==> src/core/ftm_pkg.sv <==
package ftm_pkg;
  // ****************************************
  // register map
  // ****************************************
  // entry offsets step by one: they are indices, byte address is index times four
  localparam int ADDR_W = 18;
  localparam logic [15:0] MAP_BASE_IDX = 16'hf300;
  localparam logic [15:0] MAP_LAST_IDX = 16'hf33f;
  localparam int MAP_COUNT = 64;
  localparam logic [7:0] MAP_RESET = 8'h00;
  localparam logic [1:0] RESP_OKAY = 2'h0;
  localparam logic [1:0] RESP_SLVERR = 2'h2;

  // ****************************************
  // channels and frame
  // ****************************************
  localparam int CHAN_COUNT = 16;
  localparam logic [5:0] CHAN_BASE = 6'h20;
  localparam logic [2:0] LAST_BIT = 3'h7;
  localparam logic [6:0] SLOT_LIMIT = 7'h40;
  localparam logic [3:0] LANE_TOP = 4'h8;
  localparam logic [3:0] LAST_CHAN = 4'hf;
  localparam logic [1:0] BUF_DEPTH = 2'h2;

  // pin index in the synchroniser vector
  localparam int PIN_BCLK = 0;
  localparam int PIN_FSYNC = 1;
  localparam int PIN_A = 2;
  localparam int PIN_B = 3;

  // entry layout: bit 7 enable, 6 reverse, 5 pin, 4:2 channel, 1:0 byte lane
  typedef struct packed {
    logic enable;
    logic reverse;
    logic pin_sel;
    logic [2:0] chan_pos;
    logic [1:0] byte_pos;
  } ftm_map_entry_t;

  typedef struct packed {
    logic [5:0] chan;
    logic [31:0] data;
  } ftm_chan_word_t;

  typedef enum logic {
    FTM_IDLE = 1'b0,
    FTM_DRAIN = 1'b1
  } ftm_drain_t;
endpackage : ftm_pkg

==> src/core/ftm_chan_ram.sv <==
`timescale 1ns/10ps
module ftm_chan_ram (
  input wire logic i_clock,
  input wire logic i_we,
  input wire logic [3:0] i_be,
  input wire logic [3:0] i_waddr,
  input wire logic [31:0] i_wdata,
  input wire logic i_re,
  input wire logic [3:0] i_raddr,
  output logic [31:0] o_rdata
);
  logic [31:0] rdata_q;

  // later writes overwrite earlier ones; untouched lanes keep their bytes
  // one array per lane, so that no storage is written by two processes
  for (genvar g = 0; g < 4; g++) begin : g_lane
    logic [7:0] lane_mem [ftm_pkg::CHAN_COUNT];

    always_ff @(posedge i_clock) begin
      if (i_we && i_be[g]) begin // RQ8
        lane_mem[i_waddr] <= i_wdata[g*8 +: 8];
      end
    end

    always_ff @(posedge i_clock) begin
      if (i_re) begin
        rdata_q[g*8 +: 8] <= lane_mem[i_raddr];
      end
    end
  end

  assign o_rdata = rdata_q;
endmodule : ftm_chan_ram

==> src/core/ftm_mapper.sv <==
// Implementation choice: the AXI4-Lite interface to the registers.
`timescale 1ns/10ps
// Operation
// [RQ1] Sixty-four slot entries each steer one input byte, building sixteen 32-bit channels.
// [RQ2] Entries sit at consecutive indices from 0xf300 and reset to zero, so all slots are off.
// [RQ3] An entry with bit 7 set captures its slot byte; with it clear the byte is dropped.
// [RQ4] Bit 6 set stores the byte bit-mirrored, clear stores it as received.
// [RQ5] Bit 5 picks pin a for channels 32-39 or pin b for channels 40-47.
// [RQ6] Bits 4:2 add a position of zero to seven to the group base channel.
// [RQ7] Bits 1:0 pick the lane: 00 bits 31:24, 01 23:16, 10 15:8, 11 7:0.
// [RQ8] When enabled slots collide the highest slot wins and untargeted lanes hold.
module ftm_mapper (
  input wire logic i_clock,
  input wire logic i_reset_n,
  input wire logic i_bit_clock,
  input wire logic i_frame_sync,
  input wire logic i_flex_input_pin_a,
  input wire logic i_flex_input_pin_b,
  input wire logic [ftm_pkg::ADDR_W-1:0] i_s_axi_awaddr,
  input wire logic i_s_axi_awvalid,
  output logic o_s_axi_awready,
  input wire logic [31:0] i_s_axi_wdata,
  input wire logic [3:0] i_s_axi_wstrb,
  input wire logic i_s_axi_wvalid,
  output logic o_s_axi_wready,
  output logic [1:0] o_s_axi_bresp,
  output logic o_s_axi_bvalid,
  input wire logic i_s_axi_bready,
  input wire logic [ftm_pkg::ADDR_W-1:0] i_s_axi_araddr,
  input wire logic i_s_axi_arvalid,
  output logic o_s_axi_arready,
  output logic [31:0] o_s_axi_rdata,
  output logic [1:0] o_s_axi_rresp,
  output logic o_s_axi_rvalid,
  input wire logic i_s_axi_rready,
  output logic o_chan_valid,
  output ftm_pkg::ftm_chan_word_t o_chan_word,
  input wire logic i_chan_ready
);
  // ****************************************
  // register bus
  // ****************************************
  function automatic logic map_hit(input logic [ftm_pkg::ADDR_W-1:0] addr);
    map_hit = addr[1:0] == 2'h0 && addr[17:2] >= ftm_pkg::MAP_BASE_IDX
      && addr[17:2] <= ftm_pkg::MAP_LAST_IDX;
  endfunction : map_hit

  function automatic logic [5:0] map_slot(input logic [ftm_pkg::ADDR_W-1:0] addr);
    logic [15:0] off;
    off = addr[17:2] - ftm_pkg::MAP_BASE_IDX;
    map_slot = off[5:0];
  endfunction : map_slot

  ftm_pkg::ftm_map_entry_t map_q [ftm_pkg::MAP_COUNT];
  logic awready_q, wready_q, bvalid_q, arready_q, rvalid_q;
  logic [ftm_pkg::ADDR_W-1:0] awaddr_q;
  logic [7:0] wbyte_q;
  logic wlane_q;
  logic [1:0] bresp_q, rresp_q;
  logic [31:0] rdata_q;
  logic do_write;

  assign do_write = !awready_q && !wready_q && !bvalid_q;

  always_ff @(posedge i_clock or negedge i_reset_n) begin
    if (!i_reset_n) begin
      awready_q <= 1'b1;
      wready_q <= 1'b1;
      bvalid_q <= 1'b0;
      bresp_q <= ftm_pkg::RESP_OKAY;
      awaddr_q <= '0;
      wbyte_q <= '0;
      wlane_q <= 1'b0;
    end else begin
      if (awready_q && i_s_axi_awvalid) begin
        awready_q <= 1'b0;
        awaddr_q <= i_s_axi_awaddr;
      end
      if (wready_q && i_s_axi_wvalid) begin
        wready_q <= 1'b0;
        wbyte_q <= i_s_axi_wdata[7:0];
        wlane_q <= i_s_axi_wstrb[0];
      end
      if (do_write) begin
        bvalid_q <= 1'b1;
        bresp_q <= map_hit(awaddr_q) ? ftm_pkg::RESP_OKAY : ftm_pkg::RESP_SLVERR;
      end
      if (bvalid_q && i_s_axi_bready) begin
        bvalid_q <= 1'b0;
        awready_q <= 1'b1;
        wready_q <= 1'b1;
      end
    end
  end

  // only the low byte lane is backed; bits 31:8 are reserved
  always_ff @(posedge i_clock or negedge i_reset_n) begin
    if (!i_reset_n) begin
      for (int i = 0; i < ftm_pkg::MAP_COUNT; i++) begin
        map_q[i] <= ftm_pkg::MAP_RESET; // RQ2
      end
    end else if (do_write && wlane_q && map_hit(awaddr_q)) begin
      map_q[map_slot(awaddr_q)] <= wbyte_q; // RQ2
    end
  end

  always_ff @(posedge i_clock or negedge i_reset_n) begin
    if (!i_reset_n) begin
      arready_q <= 1'b1;
      rvalid_q <= 1'b0;
      rdata_q <= '0;
      rresp_q <= ftm_pkg::RESP_OKAY;
    end else if (arready_q && i_s_axi_arvalid) begin
      arready_q <= 1'b0;
      rvalid_q <= 1'b1;
      rdata_q <= map_hit(i_s_axi_araddr) ? {24'h0, map_q[map_slot(i_s_axi_araddr)]} : '0;
      rresp_q <= map_hit(i_s_axi_araddr) ? ftm_pkg::RESP_OKAY : ftm_pkg::RESP_SLVERR;
    end else if (rvalid_q && i_s_axi_rready) begin
      rvalid_q <= 1'b0;
      arready_q <= 1'b1;
    end
  end

  assign o_s_axi_awready = awready_q;
  assign o_s_axi_wready = wready_q;
  assign o_s_axi_bvalid = bvalid_q;
  assign o_s_axi_bresp = bresp_q;
  assign o_s_axi_arready = arready_q;
  assign o_s_axi_rvalid = rvalid_q;
  assign o_s_axi_rdata = rdata_q;
  assign o_s_axi_rresp = rresp_q;

  // ****************************************
  // serial input
  // ****************************************
  logic [3:0] pin_s1_q, pin_s2_q;
  logic bclk_prev_q, fs_prev_q, bclk_rise, fstart;
  logic [2:0] bit_cnt_q;
  logic [6:0] slot_q, done_slot_q;
  logic [6:0] sh_a_q, sh_b_q;
  logic [7:0] byte_a_q, byte_b_q;
  logic byte_done_q, fstart_q;

  always_ff @(posedge i_clock or negedge i_reset_n) begin
    if (!i_reset_n) begin
      pin_s1_q <= '0;
      pin_s2_q <= '0;
    end else begin
      pin_s1_q <= {i_flex_input_pin_b, i_flex_input_pin_a, i_frame_sync, i_bit_clock};
      pin_s2_q <= pin_s1_q;
    end
  end

  assign bclk_rise = pin_s2_q[ftm_pkg::PIN_BCLK] && !bclk_prev_q;
  assign fstart = bclk_rise && pin_s2_q[ftm_pkg::PIN_FSYNC] && !fs_prev_q;

  // msb first; the frame's first bit comes with the rising sync
  always_ff @(posedge i_clock or negedge i_reset_n) begin
    if (!i_reset_n) begin
      bclk_prev_q <= 1'b0;
      fs_prev_q <= 1'b0;
      bit_cnt_q <= '0;
      slot_q <= ftm_pkg::SLOT_LIMIT;
      sh_a_q <= '0;
      sh_b_q <= '0;
      byte_done_q <= 1'b0;
      fstart_q <= 1'b0;
      done_slot_q <= '0;
      byte_a_q <= '0;
      byte_b_q <= '0;
    end else begin
      bclk_prev_q <= pin_s2_q[ftm_pkg::PIN_BCLK];
      byte_done_q <= 1'b0;
      fstart_q <= fstart;
      if (bclk_rise) begin
        fs_prev_q <= pin_s2_q[ftm_pkg::PIN_FSYNC];
        sh_a_q <= {sh_a_q[5:0], pin_s2_q[ftm_pkg::PIN_A]};
        sh_b_q <= {sh_b_q[5:0], pin_s2_q[ftm_pkg::PIN_B]};
        bit_cnt_q <= bit_cnt_q + 3'h1;
        if (fstart) begin
          bit_cnt_q <= 3'h1;
          slot_q <= '0;
        end else if (bit_cnt_q == ftm_pkg::LAST_BIT) begin
          // slots past the table are ignored until the next frame
          byte_done_q <= !slot_q[6];
          done_slot_q <= slot_q;
          byte_a_q <= {sh_a_q, pin_s2_q[ftm_pkg::PIN_A]};
          byte_b_q <= {sh_b_q, pin_s2_q[ftm_pkg::PIN_B]};
          if (!slot_q[6]) begin
            slot_q <= slot_q + 7'h1;
          end
        end
      end
    end
  end

  // ****************************************
  // slot mapping
  // ****************************************
  ftm_pkg::ftm_map_entry_t ent;
  logic [7:0] raw_byte, put_byte;
  logic [3:0] wr_be;
  logic [3:0] wr_chan;
  logic wr_en;

  always_comb begin
    ent = map_q[done_slot_q[5:0]]; // RQ1
    raw_byte = ent.pin_sel ? byte_b_q : byte_a_q; // RQ5
    for (int i = 0; i < 8; i++) begin
      put_byte[i] = ent.reverse ? raw_byte[7-i] : raw_byte[i]; // RQ4
    end
    wr_en = byte_done_q && ent.enable; // RQ3
    wr_chan = {ent.pin_sel, ent.chan_pos}; // RQ6
    wr_be = ftm_pkg::LANE_TOP >> ent.byte_pos; // RQ7
  end

  // ****************************************
  // channel store and drain
  // ****************************************
  // drain of frame n overlaps the start of frame n+1; a long stall lets new bytes in
  ftm_pkg::ftm_drain_t drain_q;
  logic [3:0] rd_cnt_q, rd_chan_q;
  logic rd_pend_q, rd_en, pop;
  logic [31:0] ram_rdata;
  logic [1:0] cnt_q;
  ftm_pkg::ftm_chan_word_t buf_q [2];
  ftm_pkg::ftm_chan_word_t push_word;
  logic valid_q;

  assign rd_en = drain_q == ftm_pkg::FTM_DRAIN && ({1'b0, rd_pend_q} + cnt_q) < ftm_pkg::BUF_DEPTH;
  assign pop = valid_q && i_chan_ready;
  assign push_word = '{chan: ftm_pkg::CHAN_BASE + {2'h0, rd_chan_q}, data: ram_rdata};

  ftm_chan_ram u_ram (
    .i_clock(i_clock),
    .i_we(wr_en),
    .i_be(wr_be),
    .i_waddr(wr_chan),
    .i_wdata({4{put_byte}}),
    .i_re(rd_en),
    .i_raddr(rd_cnt_q),
    .o_rdata(ram_rdata)
  );

  always_ff @(posedge i_clock or negedge i_reset_n) begin
    if (!i_reset_n) begin
      drain_q <= ftm_pkg::FTM_IDLE;
      rd_cnt_q <= '0;
      rd_chan_q <= '0;
      rd_pend_q <= 1'b0;
    end else begin
      rd_pend_q <= rd_en;
      if (rd_en) begin
        rd_chan_q <= rd_cnt_q;
        rd_cnt_q <= rd_cnt_q + 4'h1;
      end
      unique case (drain_q)
        ftm_pkg::FTM_IDLE: begin
          if (fstart_q) begin
            drain_q <= ftm_pkg::FTM_DRAIN;
            rd_cnt_q <= '0;
          end
        end
        ftm_pkg::FTM_DRAIN: begin
          if (rd_en && rd_cnt_q == ftm_pkg::LAST_CHAN) begin
            drain_q <= ftm_pkg::FTM_IDLE;
          end
        end
      endcase
    end
  end

  always_ff @(posedge i_clock or negedge i_reset_n) begin
    if (!i_reset_n) begin
      cnt_q <= '0;
      valid_q <= 1'b0;
      buf_q[0] <= '0;
      buf_q[1] <= '0;
    end else begin
      cnt_q <= cnt_q + {1'b0, rd_pend_q} - {1'b0, pop};
      valid_q <= (cnt_q + {1'b0, rd_pend_q} - {1'b0, pop}) != 2'h0;
      if (pop) begin
        buf_q[0] <= (cnt_q == 2'h2) ? buf_q[1] : push_word;
        if (cnt_q == 2'h2 && rd_pend_q) begin
          buf_q[1] <= push_word;
        end
      end else if (rd_pend_q) begin
        if (cnt_q == 2'h0) begin
          buf_q[0] <= push_word;
        end else begin
          buf_q[1] <= push_word;
        end
      end
    end
  end

  assign o_chan_valid = valid_q;
  assign o_chan_word = buf_q[0];
endmodule : ftm_mapper

==> config.mk <==
export PLATFORM = sky130hd
export DESIGN_NAME = ftm_mapper
export DESIGN_NICKNAME = d
export VERILOG_FILES = /design/src/core/ftm_pkg.sv /design/src/core/ftm_chan_ram.sv /design/src/core/ftm_mapper.sv
export SDC_FILE = /design/constraint.sdc
export NUM_CORES = 2
export LEC_CHECK = 0
export BUFFER_PORTS_ARGS = -buffer_cell sky130_fd_sc_hd__buf_2
export CORE_ASPECT_RATIO = 1.4
export CORE_MARGIN = 8
export CORE_UTILIZATION = 57
export CTS_BUF_LIST = sky130_fd_sc_hd__clkbuf_8 sky130_fd_sc_hd__clkbuf_16
export CTS_CLUSTER_SIZE = 16
export DETAILED_ROUTE_END_ITERATION = 12
export GPL_TIMING_DRIVEN = 0
export PLACE_DENSITY = 0.84
export RECOVER_POWER = 50
export SLEW_MARGIN = 30
export SYNTH_ARGS = -nofsm -noshare
export SYNTH_HDL_FRONTEND = slang
export SYNTH_SLANG_ARGS = --single-unit
==> constraint.sdc <==
create_clock -name i_clock -period 4.9 [get_ports i_clock]
set_input_delay 1.225 -clock i_clock [delete_from_list [all_inputs] [get_ports i_clock]]
set_output_delay 1.225 -clock i_clock [all_outputs]
set_load 0.02 [all_outputs]
### Word-level counts from Yosys, hierarchy flattened

Memory sizes are Yosys's and may differ from the RTL's. A register that Yosys moved wholly into a read port is not among the register bits.
Cells that the tools add are included.

* bits of input ports: 84
* word-level logic and storage cells: 494
* register bits: 727
* memory bits (writable): 512
* memories kept: 4
* output and inout bits: 80

* eq/ne operators: 6
* multiplexer cells: 58
* add/sub/neg operators: 8
* $lt $le $gt $ge: 9
* bitwise logic cells: 5
* reductions and logical operators: 48
* shift operators: 1

Memories
* u_ram.g_lane[0].lane_mem: words 16, width 8, rd ports 1, clocked after Yosys merged registers in 1, write ports 1, line ftm_chan_ram.sv:17 `logic [7:0] lane_mem [ftm_pkg::CHAN_COUNT];`
* u_ram.g_lane[1].lane_mem: words 16, width 8, rd ports 1, clocked after Yosys merged registers in 1, write ports 1, line ftm_chan_ram.sv:17
* u_ram.g_lane[2].lane_mem: words 16, width 8, rd ports 1, clocked after Yosys merged registers in 1, write ports 1, line ftm_chan_ram.sv:17
* u_ram.g_lane[3].lane_mem: words 16, width 8, rd ports 1, clocked after Yosys merged registers in 1, write ports 1, line ftm_chan_ram.sv:17

Operators by type and width (count)
* bitwise mux 512 bit: 1
* 2-to-1 mux 38 bit: 4
* 2-to-1 mux 76 bit: 2
* binary-select mux 8 bit (select 6 bit): 2
* 2-to-1 mux 8 bit: 7
* demux 8 bit (select 6 bit): 1
* >= comparator 16 bit, second input constant: 2
* <= comparator 16 bit, second input constant: 2
* 2-to-1 mux 1 bit: 31
* logical AND 1 bit: 26
* >= comparator 7 bit, second input constant: 3
* 2-to-1 mux 7 bit: 3
* NOT 6 -> 7 bit: 3
* nonzero test 2 bit: 8
* 2-to-1 mux 4 bit: 3
* subtractor 6 x 1 -> 6 bit, second input constant: 2
* AND reduction 3 bit: 3
* adder 7 x 1 -> 7 bit, second input constant: 1
* less-than comparator 7 x 1 -> 1 bit, second input constant: 1
* adder 6 x 4 -> 6 bit, first input constant: 1
* logical NOT 1 bit: 6
* logical NOT 2 bit: 3
* adder 4 x 1 -> 4 bit, second input constant: 1
* == test 4 bit, second input constant: 1
* other kinds (14): 18

### Depth between registers and ports, before layout

* depth after elaboration: 8
* gate-level depth with buffers: 11
* depth with buffers taken out: 7

### Modules after synthesis

A second synthesis with hierarchy kept.

* cells, all modules: 3257
* area, all modules: 56162.6 µm²

Modules (own cells, without submodules)
* ftm_mapper: times used 1, area each 35744.3 µm², cells each 2348, sequential area each 17496.8 µm²
* ftm_chan_ram: times used 1, area each 20418.3 µm², cells each 909, sequential area each 16335.7 µm²

### Worst setup path after synthesis

No wires, ideal clock.

* kind: register to register
* start: register done_slot_q[0]
* end: memory u_ram.g_lane[0].lane_mem[0][0] (data pin)
* setup slack: 229 ps
* library setup time: 582 ps
* data required time: 4318 ps
* stages on the path, launching flop included: 11
* buffers on the path: 4
* clock period less this slack: 4671 ps
* arrival: 4089 ps
* cells stage by stage: dfrtp_1 > buf_6 > buf_12 > clkbuf_8 > mux4_2 > a32o_1 > a31o_2 > o21ai_2 > buf_4 > nand3_1 > a32oi_1

* word-level cells in the longest chain between the ends: 6

RTL lines
* start, declared: line ftm_mapper.sv:139 `logic [6:0] slot_q, done_slot_q;`
* start signal, assigned: line ftm_mapper.sv:186 `done_slot_q <= slot_q;`
* NOT 6 -> 7 bit (implied by the code) *: line ftm_mapper.sv:207 `ent = map_q[done_slot_q[5:0]];`
* binary-select mux 8 bit (select 6 bit) *: line ftm_mapper.sv:207
* 2-to-1 mux 8 bit (implied by the code) * (2 in a row): line ftm_mapper.sv:207
* 2-to-1 mux 8 bit: line ftm_mapper.sv:208 `raw_byte = ent.pin_sel ? byte_b_q : byte_a_q;`
* 2-to-1 mux 1 bit *: line ftm_mapper.sv:210 `put_byte[i] = ent.reverse ? raw_byte[7-i] : raw_byte[i];`
* net put_byte[0]: line ftm_mapper.sv:201 `logic [7:0] raw_byte, put_byte;`
* end, declared: line ftm_chan_ram.sv:17

Mark *: on every way through the listed nets, which the timed path passes. The rest lies on a longest branch. The select of a mux whose other input is x is not followed.

### Worst setup path after layout

* start: register done_slot_q[2]
* end: memory u_ram.g_lane[0].lane_mem[10][1] (enable)

* word-level cells in the longest chain between the ends: 8
* elaborated cells on any way between the ends: 9
* those cells by class: shift (1); mux (5); bitwise (1); reduce/logical (2)

RTL lines
* NOT 6 -> 7 bit (implied by the code) *: line ftm_mapper.sv:207
* binary-select mux 8 bit (select 6 bit) *: line ftm_mapper.sv:207
* 2-to-1 mux 8 bit (implied by the code) * (2 in a row): line ftm_mapper.sv:207
* right shift 4 x 2 -> 4 bit or logical AND 1 bit (tied branches): line ftm_mapper.sv:214, ftm_mapper.sv:212
* logical AND 1 bit: line ftm_chan_ram.sv:20 `if (i_we && i_be[g]) begin`
* 2-to-1 mux 1 bit: line ftm_chan_ram.sv:20
* 2-to-1 mux 1 bit (implied by the code): line ftm_chan_ram.sv:21 `lane_mem[i_waddr] <= i_wdata[g*8 +: 8];`

Mark *: on every way between the ends. The rest lies on a longest branch, timed or not. The select of a mux whose other input is x is not followed.

==> qor.yml <==
die_area_um2: 110000
final_layout_size_suffix_gt1_share_pct: 42.7
fillerInstances: 6654
synthDominantAreaCellType: "sky130_fd_sc_hd__dfrtp_1"
totalNegativeSetupSlack_ps: -135
htreeDepth: 3
setup_slack_ps: -19.6
cap_viol_max_count: 11
post_drt_wl_per_cell_um: 33.9
vias_in_the_first_global_route: 36300
cp-endpoint: "u_ram.g_lane[0].lane_mem[10][1]$_DFFE_PP_"
finalInstanceArea_um2: 63600
rsz0062_at_grt: "yes"
layout-area-overhead-vs-synth_pct: 12.3
seqCellArea_um2: 33800
die_h_um: 389
power-per-cell-area_nw_per_um2: 460
place.detailed.hpwl_mm: 116
ys_warn_count: 0
p_sw_share_pct: 31.1
cts_tree: "built"
synth_flop_cell: "sky130_fd_sc_hd__dfrtp_1"
rows: 137
violations: "max-capacitance violations, max-slew violations, negative setup slack"
maximum_number_of_pins_on_one_net_before_global_route_repair: 87
met3WireLength_mm: 15.9
wl_mm: 169
finish.net_count: 3654
syn_area_per_cell_um2: 17.3
p_switching_mw: 9.08
postSynth.asyncResetShare_pct: 56.2
worstMarginPinSlew_ps: 3200
yosys_register_bits: 1243
critical_path_arrival_ps: 5250
sequentialPowerShare_pct: 43.4
crit_chain: "buf_4 -> buf_4 -> buf_2 -> mux4_2 -> o22ai_1 -> nor4_2 -> nor3b_1 -> o211ai_1 -> nor3_2"
fp.coreArea_um2: 99100
globalRoute.totalOverflow: 0
layout_min_cycle_time_ps: 4920
setup_viol: 8
antenna_viol_nets_final: 0
cts_root_buffer: "sky130_fd_sc_hd__clkbuf_16"
clock_tree.buffer_depth: 3
final_min_period_over_clock_period_pct: 100
slew_headroom_pct: -114
clock_skew_ps: 47.6
drt_pass1_iterations: 7
synth.lib_cells_used.distinct: 83
antennaDiodeCount: 0
cts_num_sinks: 1243
highest-signal-layer: "met5"
rrSetupSlack_ps: -20
standby_leakage_power_nw: 25.9
clk_pin_slew_ps: 60
route.met2.wl_mm: 82.5
endpoint_kind: "flip-flop"
iteration_0_drc_markers: 3982
ir_worst_vdd_uv: 383
grt_util_all_layers_pct: 30.8
total_internal_power_mw: 20.1
vias: 34600
path_max_fanout: 10
die-width_um: 282
post_dp_cell_area_um2: 60000
critical_path.n_buffers_inverters: 3
synth_edf_count: 544
outcome: "finished with violations"
start_kind: "flip-flop"
total_clock_buffers_created_by_cts: 111
gp_congestion: 0.959
multiInputGateArea_um2: 21500
port_buffers: 104
synthesis.instances: 3276
final-max-slew-violation-count: 386
mostFrequentLayoutCell: "sky130_fd_sc_hd__dfrtp_1"
grt_antenna_before_repair: 1
reg2reg_depth: 9
maxClockFrequency_mhz: 203
critical_path_class: "flip-flop to flip-flop"
dp.cells: 4770
initial_core_util_pct: 57.2
synth_area_um2: 56600
path_delay_family: "simple AND/OR/NAND/NOR gates"
min-delay-start: "pin_s1_q[3]$_DFF_PN0_"
cp-startpoint: "done_slot_q[2]$_DFFE_PN0P_"
finalHoldViolCount: 0
design.portCount: 164
combPwrFrac_pct: 25.4
hp-class: "flip-flop to flip-flop"
critical_path.slowest_cell: "sky130_fd_sc_hd__nor3_2"
critical_path.most_common_cell: "sky130_fd_sc_hd__buf_4"
yosysSeqAreaShare_pct: 59.7
cts-hold-fix-buffers: 0
timing.critical_path.depth: 9
grt_first_pass_wirelength_mm: 246
critical_path.reg2reg.startpoint: "done_slot_q[2]$_DFFE_PN0P_"
most-common-layout-cells: "695 x sky130_fd_sc_hd__dfrtp_1, 595 x sky130_fd_sc_hd__mux2_2, 544 x sky130_fd_sc_hd__edfxtp_1"
clk_latency_ps: 730
worstReg2RegEnd: "u_ram.g_lane[0].lane_mem[10][1]$_DFFE_PP_"
layoutNonFillerInstCount: 4982
critical-path-max-stage-delay_ps: 810
synthTopCellsByArea: "sky130_fd_sc_hd__dfrtp_1 31%, sky130_fd_sc_hd__edfxtp_1 29%, sky130_fd_sc_hd__mux4_2 17%, sky130_fd_sc_hd__mux2_2 12%, sky130_fd_sc_hd__mux2i_1 1.2%"
met1Wirelength_mm: 54.0
drc: 0
synth_top_area_share_pct: 30.7
vias_per_cell: 6.94
clock_network_fraction_of_total_power_pct: 31.2
critPathRequiredTime_ps: 5230
-- registers in the layout, summed over array words and instances, names as in the netlist, 6 cells and up --
name and flops:
byte_a_q 8, u_ram.o_rdata 32, o_chan_word 37, slot_q 7, byte_b_q 8, sh_a_q 7, o_s_axi_rdata 8, done_slot_q 6
sh_b_q 7, buf_q 37, awaddr_q 18, map_q 512, wbyte_q 8, u_ram.g_lane.lane_mem 512
-- through the flow --
stage	setup slack (ps)	power [mW]	hold WS [ps]	util (%)
detailed placement	-60.9	20.1	335	60.6
floorplan	229	17.5	331	-
finish	-19.6	29.2	338	64.2
global route	-29.7	30.1	352	64.2
CTS	7.59	29.2	344	64.4
global placement	-12180	19.6	334	59.4
-- metal layers --
layer	up-vias	GRT usage (%)
met1	17800	34.1
met4	2	23.8
met5	-	0
met3	897	7.93
met2	2497	50.6
li1	13400	-
-- power by group through the flow --
| stage | clock, mW | sequential [mW] | combinational, mW |
|---|---|---|---|
| 2_1_floorplan | 0 | 12.8 | 4.69 |
| 3_3_place_gp | 0 | 13.0 | 6.69 |
| 3_5_place_dp | 0 | 12.9 | 7.26 |
| 4_1_cts | 9.12 | 12.7 | 7.42 |
| 5_1_grt | 9.52 | 12.8 | 7.79 |
| 6_report | 9.12 | 12.7 | 7.41 |
-- area by class of cell --
class                      count  share of cell area (%)
buffer                       304                    2.77
timing repair buffer         149                    1.58
sequential                  1243                    53.2
clock inverter                82                    1.19
multi-input combinational   1741                    33.7
inverter                      14                  0.0846
tap                         1320                    2.60
clock buffer                 129                    4.81
-- kinds of logic (layout without fill, tap and decap cells) --
logic type,Yosys count,count (layout),share of synthesized area (%)
other,1,27,0.00662
flip-flops,1243,1243,59.7
AO/OA/AOI/OAI,182,182,2.12
XOR/XNOR,9,9,0.139
multiplexers,1118,1118,31.1
buffers and inverters,318,678,3.14
AND/OR/NAND/NOR,399,399,3.66
adder cells (fa/ha/maj),6,6,0.133
-- cells in the mapped netlist (all sizes together), types with 13 or more instances --
cell and n:
a31oi 13, o21ai 63, o211ai 20, inv 13, clkbuf 146, nand2 161, dfrtp 695, edfxtp 544
buf 154, nor2 62, a22oi 27, mux2i 70, mux4 448, nand3 20, nor3 75, mux2 600
o22ai 16
-- how the worst min path moves through the flow --
stage	slack, ps	endpoint	cells past startpoint
global route	350	pin_s2_q[1]$_DFF_PN0_	0
detailed placement	330	pin_s2_q[2]$_DFF_PN0_	0
CTS	340	pin_s2_q[3]$_DFF_PN0_	0
floorplan	330	pin_s2_q[0]$_DFF_PN0_	0
finish	340	pin_s2_q[3]$_DFF_PN0_	0
global placement	330	pin_s2_q[2]$_DFF_PN0_	0
-- repair_timing --
action	in CTS	in global routing
gates resized for setup	0	2
gates cloned	0	0
pin swaps	1	0
buffers inserted	1	0
endpoints found under the setup margin	16	66
No activity file was read; power rests on OpenSTA's default activity.
